$ cat config.mk
export PLATFORM = sky130hd
export DESIGN_NAME = ltpg_top
export DESIGN_NICKNAME = d
export VERILOG_FILES = /design/src/include/ltpg_pkg.sv /design/src/hdl/ltpg_top.sv
export SDC_FILE = /design/constraint.sdc
export NUM_CORES = 1
export LEC_CHECK = 0
export BUFFER_PORTS_ARGS = -buffer_cell sky130_fd_sc_hd__buf_2
export CORE_MARGIN = 4
export CORE_UTILIZATION = 53
export DETAILED_ROUTE_END_ITERATION = 7
export PLACE_DENSITY = 0.81
export SLEW_MARGIN = 15
export SYNTH_ARGS = -nofsm -noshare
export SYNTH_HDL_FRONTEND = slang
export SYNTH_SLANG_ARGS = --single-unit
$ cat constraint.sdc
create_clock -name REF_CLK -period 2.65 [get_ports REF_CLK]
set_input_delay 0.53 -clock REF_CLK [delete_from_list [all_inputs] [get_ports REF_CLK]]
set_output_delay 0.53 -clock REF_CLK [all_outputs]
set_load 0.005 [all_outputs]
$ cat src/include/ltpg_pkg.sv
package ltpg_pkg;
   // Register indices as printed; byte address is four times the index.
   localparam logic [9:0] IDX_GEN_CTRL = 10'h010;
   localparam logic [9:0] IDX_DET_CTRL = 10'h011;
   localparam logic [9:0] IDX_USER_LOW = 10'h012;
   localparam logic [9:0] IDX_USER_MID = 10'h013;
   localparam logic [9:0] IDX_USER_HIGH = 10'h014;
   localparam logic [9:0] IDX_CODE_LEN = 10'h015;
   localparam logic [9:0] IDX_CODE_TX = 10'h016;
   localparam logic [9:0] IDX_CODE_ACT = 10'h017;
   localparam logic [9:0] IDX_CODE_DEACT = 10'h018;
   localparam logic [9:0] IDX_ERR_CTRL = 10'h01e;
   localparam logic [9:0] IDX_LOOP_CTRL = 10'h01f;
   localparam logic [9:0] IDX_STATUS = 10'h020;
   localparam logic [9:0] IDX_LINE_MODE = 10'h021;

   localparam logic [7:0] RST_GEN_CTRL = 8'h00;
   localparam logic [7:0] RST_DET_CTRL = 8'h03;
   localparam logic [7:0] RST_USER = 8'h55;
   localparam logic [7:0] RST_CODE_LEN = 8'h01;
   localparam logic [7:0] RST_CODE_TX = 8'h01;
   localparam logic [7:0] RST_CODE_ACT = 8'h01;
   localparam logic [7:0] RST_CODE_DEACT = 8'h09;

   // Field positions.
   localparam int GEN_CLK_BIT = 6;
   localparam int GEN_SEL_LSB = 4;
   localparam int GEN_DIR_BIT = 3;
   localparam int GEN_INV_BIT = 2;
   localparam int DET_DIR_BIT = 3;
   localparam int DET_INV_BIT = 2;
   localparam int TXLEN_LSB = 4;
   localparam int ACTLEN_LSB = 2;
   localparam int DEACTLEN_LSB = 0;
   localparam int ERROR_INSERT_REQUEST_BIT = 5;
   localparam int AUTO_LOOP_BIT = 3;

   localparam logic [1:0] GEN_OFF = 2'b00;
   localparam logic [1:0] GEN_PRBS = 2'b01;
   localparam logic [1:0] GEN_USER = 2'b10;
   localparam logic [1:0] GEN_CODE = 2'b11;
   localparam logic [1:0] SEQ_20 = 2'b00;
   localparam logic [1:0] SEQ_15 = 2'b01;
   localparam logic [1:0] DET_USER = 2'b11;

   // Lock thresholds for sequence sync and code detection.
   localparam logic [5:0] SYNC_COUNT = 6'd48;
   localparam logic [5:0] CODE_COUNT = 6'd48;
   localparam real HOLD_TIME_S = 5.1;
   localparam real CLK_HZ = 25.0e6;
   localparam longint HOLD_CYCLES = longint'(HOLD_TIME_S * CLK_HZ) + 1;

   typedef struct packed {
      logic auto_loop;
      logic deact_seen;
      logic act_seen;
      logic pattern_sync;
   } ltpg_status_type;
endpackage

$ cat src/hdl/ltpg_top.sv
`timescale 1ns/1ns
// Overview of operation
// - Generator select: off, sequence, user, code.
// - Generator direction: transmit or receive path.
// - Receive generation: oscillator or recovered clock.
// - Transmit generation: oscillator, transmit clock, rail clock.
// - Generator invert flips sequence and user pattern.
// - Sequence length select: 20, 15, 11.
// - Detector direction: receive or transmit path.
// - Detector invert flips data before checking.
// - Detector select: three sequences or user pattern.
// - User pattern 24 bits, bit 23 first.
// - Transmit code length 5 to 8 bits.
// - Activate code length 5 to 8 bits.
// - Deactivate code length 5 to 8 bits.
// - Transmit code repeats back to back, bit 0 last.
// - Activate code matched with bit 0 last.
// - Deactivate code matched with bit 0 last.
// - Error request rise corrupts one sequence or user bit, self-clears.
// - Auto loopback after 5.1 s of code.
module ltpg_top #(
   parameter longint HOLD_CYCLES = ltpg_pkg::HOLD_CYCLES
) (
   input wire logic REF_CLK,
   input wire logic RESET,
   input wire logic [31:0] PADDR,
   input wire logic PSEL,
   input wire logic PENABLE,
   input wire logic PWRITE,
   input wire logic [31:0] PWDATA,
   output logic [31:0] PRDATA,
   output logic PREADY,
   output logic PSLVERR,
   input wire logic OSC_TICK,
   input wire logic RX_RECOVERED_TICK,
   input wire logic TX_CLOCK_TICK,
   input wire logic TX_RAIL_TICK,
   input wire logic RX_DATA,
   input wire logic TX_DATA,
   output logic TX_PATTERN_VALID,
   output logic RX_PATTERN_VALID,
   output logic PATTERN_BIT,
   output logic LOOPBACK_ACTIVE
);
   // ---------------------------------------------------------------
   // Register file
   // ---------------------------------------------------------------
   logic [7:0] gen_q, det_q, ulo_q, umid_q, uhi_q, len_q, ctx_q, cact_q, cdeact_q;
   logic err_req_q, auto_q;
   logic [1:0] line_mode_q;
   ltpg_pkg::ltpg_status_type st;
   wire [9:0] idx = PADDR[11:2];
   wire setup = PSEL && !PENABLE;
   // A write lands only at the edge where the master sees the answer.
   wire wr = PSEL && PENABLE && PREADY && PWRITE;
   wire hit = idx == ltpg_pkg::IDX_GEN_CTRL || idx == ltpg_pkg::IDX_DET_CTRL
      || idx == ltpg_pkg::IDX_USER_LOW || idx == ltpg_pkg::IDX_USER_MID
      || idx == ltpg_pkg::IDX_USER_HIGH || idx == ltpg_pkg::IDX_CODE_LEN
      || idx == ltpg_pkg::IDX_CODE_TX || idx == ltpg_pkg::IDX_CODE_ACT
      || idx == ltpg_pkg::IDX_CODE_DEACT || idx == ltpg_pkg::IDX_ERR_CTRL
      || idx == ltpg_pkg::IDX_LOOP_CTRL || idx == ltpg_pkg::IDX_STATUS
      || idx == ltpg_pkg::IDX_LINE_MODE;
   wire [23:0] user_pat = {uhi_q, umid_q, ulo_q};
   logic err_done;
   logic [7:0] rd_val;
   always_comb begin
      if (idx == ltpg_pkg::IDX_GEN_CTRL) rd_val = gen_q;
      else if (idx == ltpg_pkg::IDX_DET_CTRL) rd_val = det_q;
      else if (idx == ltpg_pkg::IDX_USER_LOW) rd_val = ulo_q;
      else if (idx == ltpg_pkg::IDX_USER_MID) rd_val = umid_q;
      else if (idx == ltpg_pkg::IDX_USER_HIGH) rd_val = uhi_q;
      else if (idx == ltpg_pkg::IDX_CODE_LEN) rd_val = len_q;
      else if (idx == ltpg_pkg::IDX_CODE_TX) rd_val = ctx_q;
      else if (idx == ltpg_pkg::IDX_CODE_ACT) rd_val = cact_q;
      else if (idx == ltpg_pkg::IDX_CODE_DEACT) rd_val = cdeact_q;
      else if (idx == ltpg_pkg::IDX_ERR_CTRL) rd_val = {2'h0, err_req_q, 5'h00};
      else if (idx == ltpg_pkg::IDX_LOOP_CTRL) rd_val = {4'h0, auto_q, 3'h0};
      else if (idx == ltpg_pkg::IDX_STATUS) rd_val = {4'h0, st};
      else if (idx == ltpg_pkg::IDX_LINE_MODE) rd_val = {6'h00, line_mode_q};
      else rd_val = 8'h00;
   end
   // Every access answers in its first access cycle: setup, then one access cycle.
   always_ff @(posedge REF_CLK) begin
      if (RESET) begin
         PREADY <= 1'b0;
         PSLVERR <= 1'b0;
         PRDATA <= 32'h0;
      end else begin
         PREADY <= setup;
         PSLVERR <= setup && !hit;
         if (setup && !PWRITE) PRDATA <= {24'h0, rd_val};
      end
   end
   always_ff @(posedge REF_CLK) begin
      if (RESET) begin
         gen_q <= ltpg_pkg::RST_GEN_CTRL;
         det_q <= ltpg_pkg::RST_DET_CTRL;
         ulo_q <= ltpg_pkg::RST_USER;
         umid_q <= ltpg_pkg::RST_USER;
         uhi_q <= ltpg_pkg::RST_USER;
         len_q <= ltpg_pkg::RST_CODE_LEN;
         ctx_q <= ltpg_pkg::RST_CODE_TX;
         cact_q <= ltpg_pkg::RST_CODE_ACT;
         cdeact_q <= ltpg_pkg::RST_CODE_DEACT;
         auto_q <= 1'b0;
         line_mode_q <= 2'b00;
      end else if (wr) begin
         if (idx == ltpg_pkg::IDX_GEN_CTRL) gen_q <= {1'b0, PWDATA[6:0]};
         else if (idx == ltpg_pkg::IDX_DET_CTRL) det_q <= {4'h0, PWDATA[3:0]};
         else if (idx == ltpg_pkg::IDX_USER_LOW) ulo_q <= PWDATA[7:0];
         else if (idx == ltpg_pkg::IDX_USER_MID) umid_q <= PWDATA[7:0];
         else if (idx == ltpg_pkg::IDX_USER_HIGH) uhi_q <= PWDATA[7:0];
         else if (idx == ltpg_pkg::IDX_CODE_LEN) len_q <= {2'h0, PWDATA[5:0]};
         else if (idx == ltpg_pkg::IDX_CODE_TX) ctx_q <= PWDATA[7:0];
         else if (idx == ltpg_pkg::IDX_CODE_ACT) cact_q <= PWDATA[7:0];
         else if (idx == ltpg_pkg::IDX_CODE_DEACT) cdeact_q <= PWDATA[7:0];
         else if (idx == ltpg_pkg::IDX_LOOP_CTRL) auto_q <= PWDATA[ltpg_pkg::AUTO_LOOP_BIT];
         else if (idx == ltpg_pkg::IDX_LINE_MODE) line_mode_q <= PWDATA[1:0];
      end
   end
   // ---------------------------------------------------------------
   // Error insertion request
   // ---------------------------------------------------------------
   wire err_wr = wr && idx == ltpg_pkg::IDX_ERR_CTRL;
   wire err_rise = err_wr && PWDATA[ltpg_pkg::ERROR_INSERT_REQUEST_BIT] && !err_req_q;
   logic err_pend_q;
   // A new rising write wins over the completion of an older one.
   always_ff @(posedge REF_CLK) begin
      if (RESET) begin
         err_req_q <= 1'b0;
         err_pend_q <= 1'b0;
      end else if (err_rise) begin
         err_req_q <= 1'b1;
         err_pend_q <= 1'b1;
      end else if (err_wr && !PWDATA[ltpg_pkg::ERROR_INSERT_REQUEST_BIT]) begin
         err_req_q <= 1'b0;
         err_pend_q <= 1'b0;
      end else if (err_done) begin
         err_req_q <= 1'b0;
         err_pend_q <= 1'b0;
      end
   end
   // ---------------------------------------------------------------
   // Generator
   // ---------------------------------------------------------------
   wire [1:0] gsel = gen_q[ltpg_pkg::GEN_SEL_LSB +: 2];
   wire gdir = gen_q[ltpg_pkg::GEN_DIR_BIT];
   wire gck = gen_q[ltpg_pkg::GEN_CLK_BIT];
   // Line mode 2'b10 is dual-rail RZ: the rail-derived clock stands in for the clock pin.
   wire tx_tick = line_mode_q == 2'b10 ? TX_RAIL_TICK : TX_CLOCK_TICK;
   wire gtick = !gck ? OSC_TICK : (gdir ? RX_RECOVERED_TICK : tx_tick);
   logic [19:0] glfsr_q;
   logic [4:0] gpos_q;
   logic [2:0] gcode_q;
   logic gbit;
   wire [1:0] glen = gen_q[1:0];
   logic gfb;
   always_comb begin
      if (glen == ltpg_pkg::SEQ_20) gfb = glfsr_q[19] ^ glfsr_q[16];
      else if (glen == ltpg_pkg::SEQ_15) gfb = glfsr_q[14] ^ glfsr_q[13];
      else gfb = glfsr_q[10] ^ glfsr_q[8];
   end
   // QRSS forces a one after fourteen zeros in the output.
   logic [3:0] zrun_q;
   wire qrss_bit = (glen == ltpg_pkg::SEQ_20 && zrun_q == 4'd14) ? 1'b1 : glfsr_q[19];
   wire seq_bit = glen == ltpg_pkg::SEQ_20 ? qrss_bit
      : (glen == ltpg_pkg::SEQ_15 ? glfsr_q[14] : glfsr_q[10]);
   wire [2:0] tx_top = 3'd4 + {1'b0, len_q[ltpg_pkg::TXLEN_LSB +: 2]};
   always_comb begin
      if (gsel == ltpg_pkg::GEN_PRBS) gbit = seq_bit ^ gen_q[ltpg_pkg::GEN_INV_BIT];
      else if (gsel == ltpg_pkg::GEN_USER) gbit = user_pat[gpos_q] ^ gen_q[ltpg_pkg::GEN_INV_BIT];
      else gbit = ctx_q[gcode_q];
   end
   wire gen_on = gsel != ltpg_pkg::GEN_OFF;
   wire ins_now = gen_on && gtick && err_pend_q && gsel != ltpg_pkg::GEN_CODE;
   assign err_done = ins_now;
   always_ff @(posedge REF_CLK) begin
      if (RESET || !gen_on) begin
         glfsr_q <= 20'hfffff;
         gpos_q <= 5'd23;
         gcode_q <= 3'd0;
         zrun_q <= 4'd0;
      end else if (gtick) begin
         glfsr_q <= {glfsr_q[18:0], gfb};
         zrun_q <= qrss_bit ? 4'd0 : zrun_q + 4'd1;
         gpos_q <= gpos_q == 5'd0 ? 5'd23 : gpos_q - 5'd1;
         gcode_q <= gcode_q == 3'd0 ? tx_top : gcode_q - 3'd1;
      end
   end
   always_ff @(posedge REF_CLK) begin
      if (RESET) begin
         PATTERN_BIT <= 1'b0;
         TX_PATTERN_VALID <= 1'b0;
         RX_PATTERN_VALID <= 1'b0;
      end else begin
         PATTERN_BIT <= gbit ^ ins_now;
         TX_PATTERN_VALID <= gen_on && gtick && !gdir;
         RX_PATTERN_VALID <= gen_on && gtick && gdir;
      end
   end
   // ---------------------------------------------------------------
   // Detector
   // ---------------------------------------------------------------
   // Monitored path bits advance on that path's own clock tick.
   wire ddir = det_q[ltpg_pkg::DET_DIR_BIT];
   wire dtick = ddir ? tx_tick : RX_RECOVERED_TICK;
   wire raw = ddir ? TX_DATA : RX_DATA;
   wire dbit = raw ^ det_q[ltpg_pkg::DET_INV_BIT];
   logic [23:0] dsh_q;
   logic [7:0] csh_q;
   logic [4:0] dpos_q;
   wire [1:0] dsel = det_q[1:0];
   logic pred;
   always_comb begin
      if (dsel == 2'b00) pred = dsh_q[19] ^ dsh_q[16];
      else if (dsel == 2'b01) pred = dsh_q[14] ^ dsh_q[13];
      else if (dsel == 2'b10) pred = dsh_q[10] ^ dsh_q[8];
      else pred = user_pat[dpos_q];
   end
   // User pattern hunts its phase by slipping one bit on every mismatch.
   logic [5:0] sync_q;
   wire match = pred == dbit;
   // Code period match: shift register low bits hold the last bits, bit 0 newest.
   function automatic logic code_hit(input logic [7:0] sh, input logic [7:0] c,
                                     input logic [1:0] l);
      logic [7:0] m;
      m = 8'h1f;
      if (l == 2'b01) m = 8'h3f;
      else if (l == 2'b10) m = 8'h7f;
      else if (l == 2'b11) m = 8'hff;
      code_hit = ((sh ^ c) & m) == 8'h00;
   endfunction
   wire [7:0] csh_d = {csh_q[6:0], dbit};
   wire act_hit = code_hit(csh_d, cact_q, len_q[ltpg_pkg::ACTLEN_LSB +: 2]);
   wire deact_hit = code_hit(csh_d, cdeact_q, len_q[ltpg_pkg::DEACTLEN_LSB +: 2]);
   // A code counts one hit per period; a whole period without a hit starts over.
   logic [5:0] act_q, deact_q;
   logic [3:0] act_gap_q, deact_gap_q;
   wire [3:0] act_len = 4'd5 + {2'b00, len_q[ltpg_pkg::ACTLEN_LSB +: 2]};
   wire [3:0] deact_len = 4'd5 + {2'b00, len_q[ltpg_pkg::DEACTLEN_LSB +: 2]};
   wire act_lost = act_gap_q >= act_len - 4'd1;
   wire deact_lost = deact_gap_q >= deact_len - 4'd1;
   always_ff @(posedge REF_CLK) begin
      if (RESET) begin
         dsh_q <= 24'h0;
         csh_q <= 8'h0;
         dpos_q <= 5'd23;
         sync_q <= 6'd0;
         act_q <= 6'd0;
         deact_q <= 6'd0;
         act_gap_q <= 4'd0;
         deact_gap_q <= 4'd0;
      end else if (dtick) begin
         dsh_q <= {dsh_q[22:0], dbit};
         csh_q <= csh_d;
         if (match) dpos_q <= dpos_q == 5'd0 ? 5'd23 : dpos_q - 5'd1;
         sync_q <= !match ? 6'd0 : (sync_q == ltpg_pkg::SYNC_COUNT ? sync_q : sync_q + 6'd1);
         act_gap_q <= act_hit ? 4'd0 : (act_lost ? act_gap_q : act_gap_q + 4'd1);
         deact_gap_q <= deact_hit ? 4'd0 : (deact_lost ? deact_gap_q : deact_gap_q + 4'd1);
         act_q <= act_hit ? (act_q == ltpg_pkg::CODE_COUNT ? act_q : act_q + 6'd1)
            : (act_lost ? 6'd0 : act_q);
         deact_q <= deact_hit ? (deact_q == ltpg_pkg::CODE_COUNT ? deact_q : deact_q + 6'd1)
            : (deact_lost ? 6'd0 : deact_q);
      end
   end
   assign st = {LOOPBACK_ACTIVE, deact_q == ltpg_pkg::CODE_COUNT,
      act_q == ltpg_pkg::CODE_COUNT, sync_q == ltpg_pkg::SYNC_COUNT};
   // ---------------------------------------------------------------
   // Automatic loopback
   // ---------------------------------------------------------------
   logic [31:0] hold_q;
   wire want = LOOPBACK_ACTIVE ? st.deact_seen : st.act_seen;
   always_ff @(posedge REF_CLK) begin
      if (RESET || !auto_q) begin
         hold_q <= 32'd0;
         LOOPBACK_ACTIVE <= 1'b0;
      end else if (!want) begin
         hold_q <= 32'd0;
      end else if (hold_q >= 32'(HOLD_CYCLES)) begin
         LOOPBACK_ACTIVE <= !LOOPBACK_ACTIVE;
         hold_q <= 32'd0;
      end else begin
         hold_q <= hold_q + 32'd1;
      end
   end
endmodule

==> flow_metrics.tcl <==
set metrics [dict create \
    async_flop_share_pct 0 \
    cts_buffers 17 \
    syn_area_mm2 0.00998 \
    antenna_found_initial 2 \
    vias 8813 \
    cts.reportedPaths.clkPinSlew_ns 0.08 \
    h-tree-depth 4 \
    max_slew_margin_pct 49.3 \
    io_buffer_count 42 \
    fp.dieW_um 145 \
    ys_seq_elements 198 \
    firstDrtPassIters 5 \
    die-area_mm2 0.0211 \
    drt_iter0_drc 898 \
    critPathLaunchType "flip-flop" \
    fillCellCount 1530 \
    routedWlPerCell_um 16.9 \
    yosysWarnings 0 \
    hpwlAfterDp_mm 17.5 \
    viasPerCell 5.94 \
    grt_max_degree 73 \
    rsz0062_at_grt "yes" \
    final_hold_viol_count 0 \
    pre_cts_ws_ns 0.0341 \
    start_util_pct 54.7 \
    routed_wirelength_mm 25.2 \
    die_h_um 145 \
    arrival_ns 2.89 \
    cts_tree "done" \
    skew_ns 0.0110 \
    yosysSeqAreaShare_pct 39.7 \
    finalCriticalPeriod_ns 2.56 \
    ant_nets 0 \
    hp-class "in -> reg" \
    cap_violations 0 \
    seqCellArea_mm2 0.00397 \
    endpoint_kind "flip-flop" \
    root_buffer "clkbuf_16" \
    postCtsHoldBufs 0 \
    worstSetupPathType "reg -> reg" \
    synth_flop_cell "dfxtp_1" \
    rows 49 \
    p_per_area_mw_per_mm2 553 \
    setup_ws_ns 0.0938 \
    status "finished, final reports clean" \
    finalSetupViolations 0 \
    synth_edf_count 0 \
    r2r_setup_slack_ns 0.09 \
    nNetsFinal 1338 \
    layout_common_cells "dfxtp_1, nand2_1, nor2_1, a21oi_1, nand3_1" \
    grt_pass1_vias 8201 \
    peakVddDrop_uv 454 \
    n_antenna_cell 0 \
    required_ns 2.98 \
    worstMarginPinSlew_ns 0.757 \
    grt_usage_pct 23.4 \
    route.detailed.drc 0 \
    finalCritPeriodShare_pct 96.5 \
    finalSetupTns_ns 0 \
    syn_area_per_cell_um2 8.38 \
    worstPathMaxFanout 5 \
    fmax_mhz 391 \
    ys_types 70 \
    insertion_delay_ns 0.44 \
    io_pins 113 \
    synth_cells 1192 \
    p_leak_nw 4.45 \
    final_common_cell "dfxtp_1" \
    slew_viol_final 0 \
    grt_overflow 0 \
    core_area_mm2 0.0183 \
    grt_pass1_wl_mm 41.1 \
    area_delta_synth_final_pct 11.9 \
    cts_sinks 198 \
    clk_path_buf_depth 2 \
    place_congestion 0.959 \
    multi_input_area_mm2 0.00555 \
    layout-drive-gt1-share_pct 13.1 \
]
-- critical path, stage by stage, from the launching register on --
cell and delay, ns:
dfxtp_4 0.38, mux4_2 0.49, mux2_2 0.28, nand4b_1 0.15, a31oi_2 0.12, or4_4 0.57
o21ai_2 0.12, or3b_1 0.34
-- final timing paths --
kind                                        startpoint  cells after the start                      to
worst max-delay path            dpos_q[0]$_SDFFE_PP1P_                      7  dpos_q[4]$_SDFFE_PP1P_
worst min register to register  dsh_q[18]$_SDFFE_PP0N_                      2  dsh_q[19]$_SDFFE_PP0N_
worst min-delay path                              PSEL                      3       PREADY$_SDFF_PP0_
worst max register to register  dpos_q[0]$_SDFFE_PP1P_                      7  dpos_q[4]$_SDFFE_PP1P_
-- cell families after synthesis --
group	after synthesis	synth area share, %
AOI/OAI and AO/OA	230	14.4
xor gates and xnor gates	63	5.88
adders and majority gates	21	2.63
buffers and inverters	122	5.96
DFF	198	39.7
muxes	64	8.51
other	1	0.0376
and+or+nand+nor	493	22.9
-- flip-flops by register name (all words and copies together) (netlist names), 5 cells and up --
register  cells
gpos_q        5
sync_q        6
gen_q         7
glfsr_q      20
uhi_q         8
cdeact_q      8
umid_q        8
PRDATA        8
len_q         6
deact_q       6
cact_q        8
dpos_q        5
act_q         6
dsh_q        20
ulo_q         8
hold_q       32
ctx_q         8
-- through the flow --
step,hold WS (ns),area [um2],std cells,utilization [%],power [mW]
3_5_place_dp,0.447,10500,1450,57.6,3.46
6_report,0.406,11200,1484,61.2,6.18
2_1_floorplan,0.432,10100,1220,-,3.36
3_3_place_gp,0.435,10500,1450,57.6,3.45
5_1_grt,0.413,11200,1484,61.2,6.38
4_1_cts,0.398,11100,1482,61.0,6.20
-- repair_timing --
item	in CTS	in global routing
hold endpoints to repair	0	0
gates resized for setup	0	8
setup endpoints to repair	0	3
setup buffers	0	2
-- layout make-up --
cell class | count | share of cell area, %
well taps | 229 | 2.56
clock inverters | 14 | 1.68
multi-input cells | 900 | 49.6
repair buffers | 94 | 5.62
clock buffers | 18 | 3.93
inverters | 31 | 1.04
flip-flops and latches | 198 | 35.5
-- power by group --
group          internal (mW)  switching, mW  total [mW]
registers               3.00         0.0187        3.01
logic                  0.147          0.243       0.391
clock network           1.54           1.23        2.77
total                   4.68           1.49        6.18
-- cell usage after synthesis (5+ instances only) --
| cell type | instances | area share (%) |
|---|---|---|
| nand4b_1 | 7 | 0.61 |
| o211ai_1 | 9 | 0.68 |
| a21o_1 | 5 | 0.38 |
| mux2i_1 | 44 | 4.4 |
| clkbuf_1 | 55 | 2.1 |
| o31ai_1 | 5 | 0.38 |
| nand3b_1 | 9 | 0.68 |
| a21oi_1 | 94 | 4.7 |
| buf_6 | 5 | 0.56 |
| xnor2_1 | 29 | 2.5 |
| nor3_1 | 16 | 0.80 |
| nand3_1 | 64 | 3.2 |
| nand2_1 | 163 | 6.1 |
| a211o_1 | 10 | 0.88 |
| nor2b_1 | 14 | 0.88 |
| nand2b_1 | 8 | 0.50 |
| buf_4 | 25 | 1.9 |
| mux4_2 | 11 | 2.5 |
| o21ai_0 | 43 | 2.2 |
| xor2_1 | 31 | 2.7 |
| a311oi_1 | 5 | 0.44 |
| mux2_2 | 5 | 0.56 |
| ha_1 | 21 | 2.6 |
| a31oi_1 | 11 | 0.69 |
| a22o_1 | 5 | 0.44 |
| nand4_1 | 16 | 1.0 |
| nor2_1 | 145 | 5.5 |
| dfxtp_1 | 198 | 40 |
| o22ai_1 | 5 | 0.31 |
| nor4_1 | 10 | 0.63 |
| a211oi_1 | 7 | 0.53 |
| inv_1 | 29 | 1.1 |
| nor3b_1 | 5 | 0.38 |
| and3_1 | 11 | 0.69 |
| or2_2 | 5 | 0.31 |
-- routing by layer --
metal,global-route usage [%],part of all wire (%),routed length (um)
met4,6.22,2.1,539
met5,0,0.083,21
met2,39.3,48,12000
met1,30.2,41,10200
met3,5.92,9.4,2370
No activity file was read; power rests on OpenSTA's default activity.
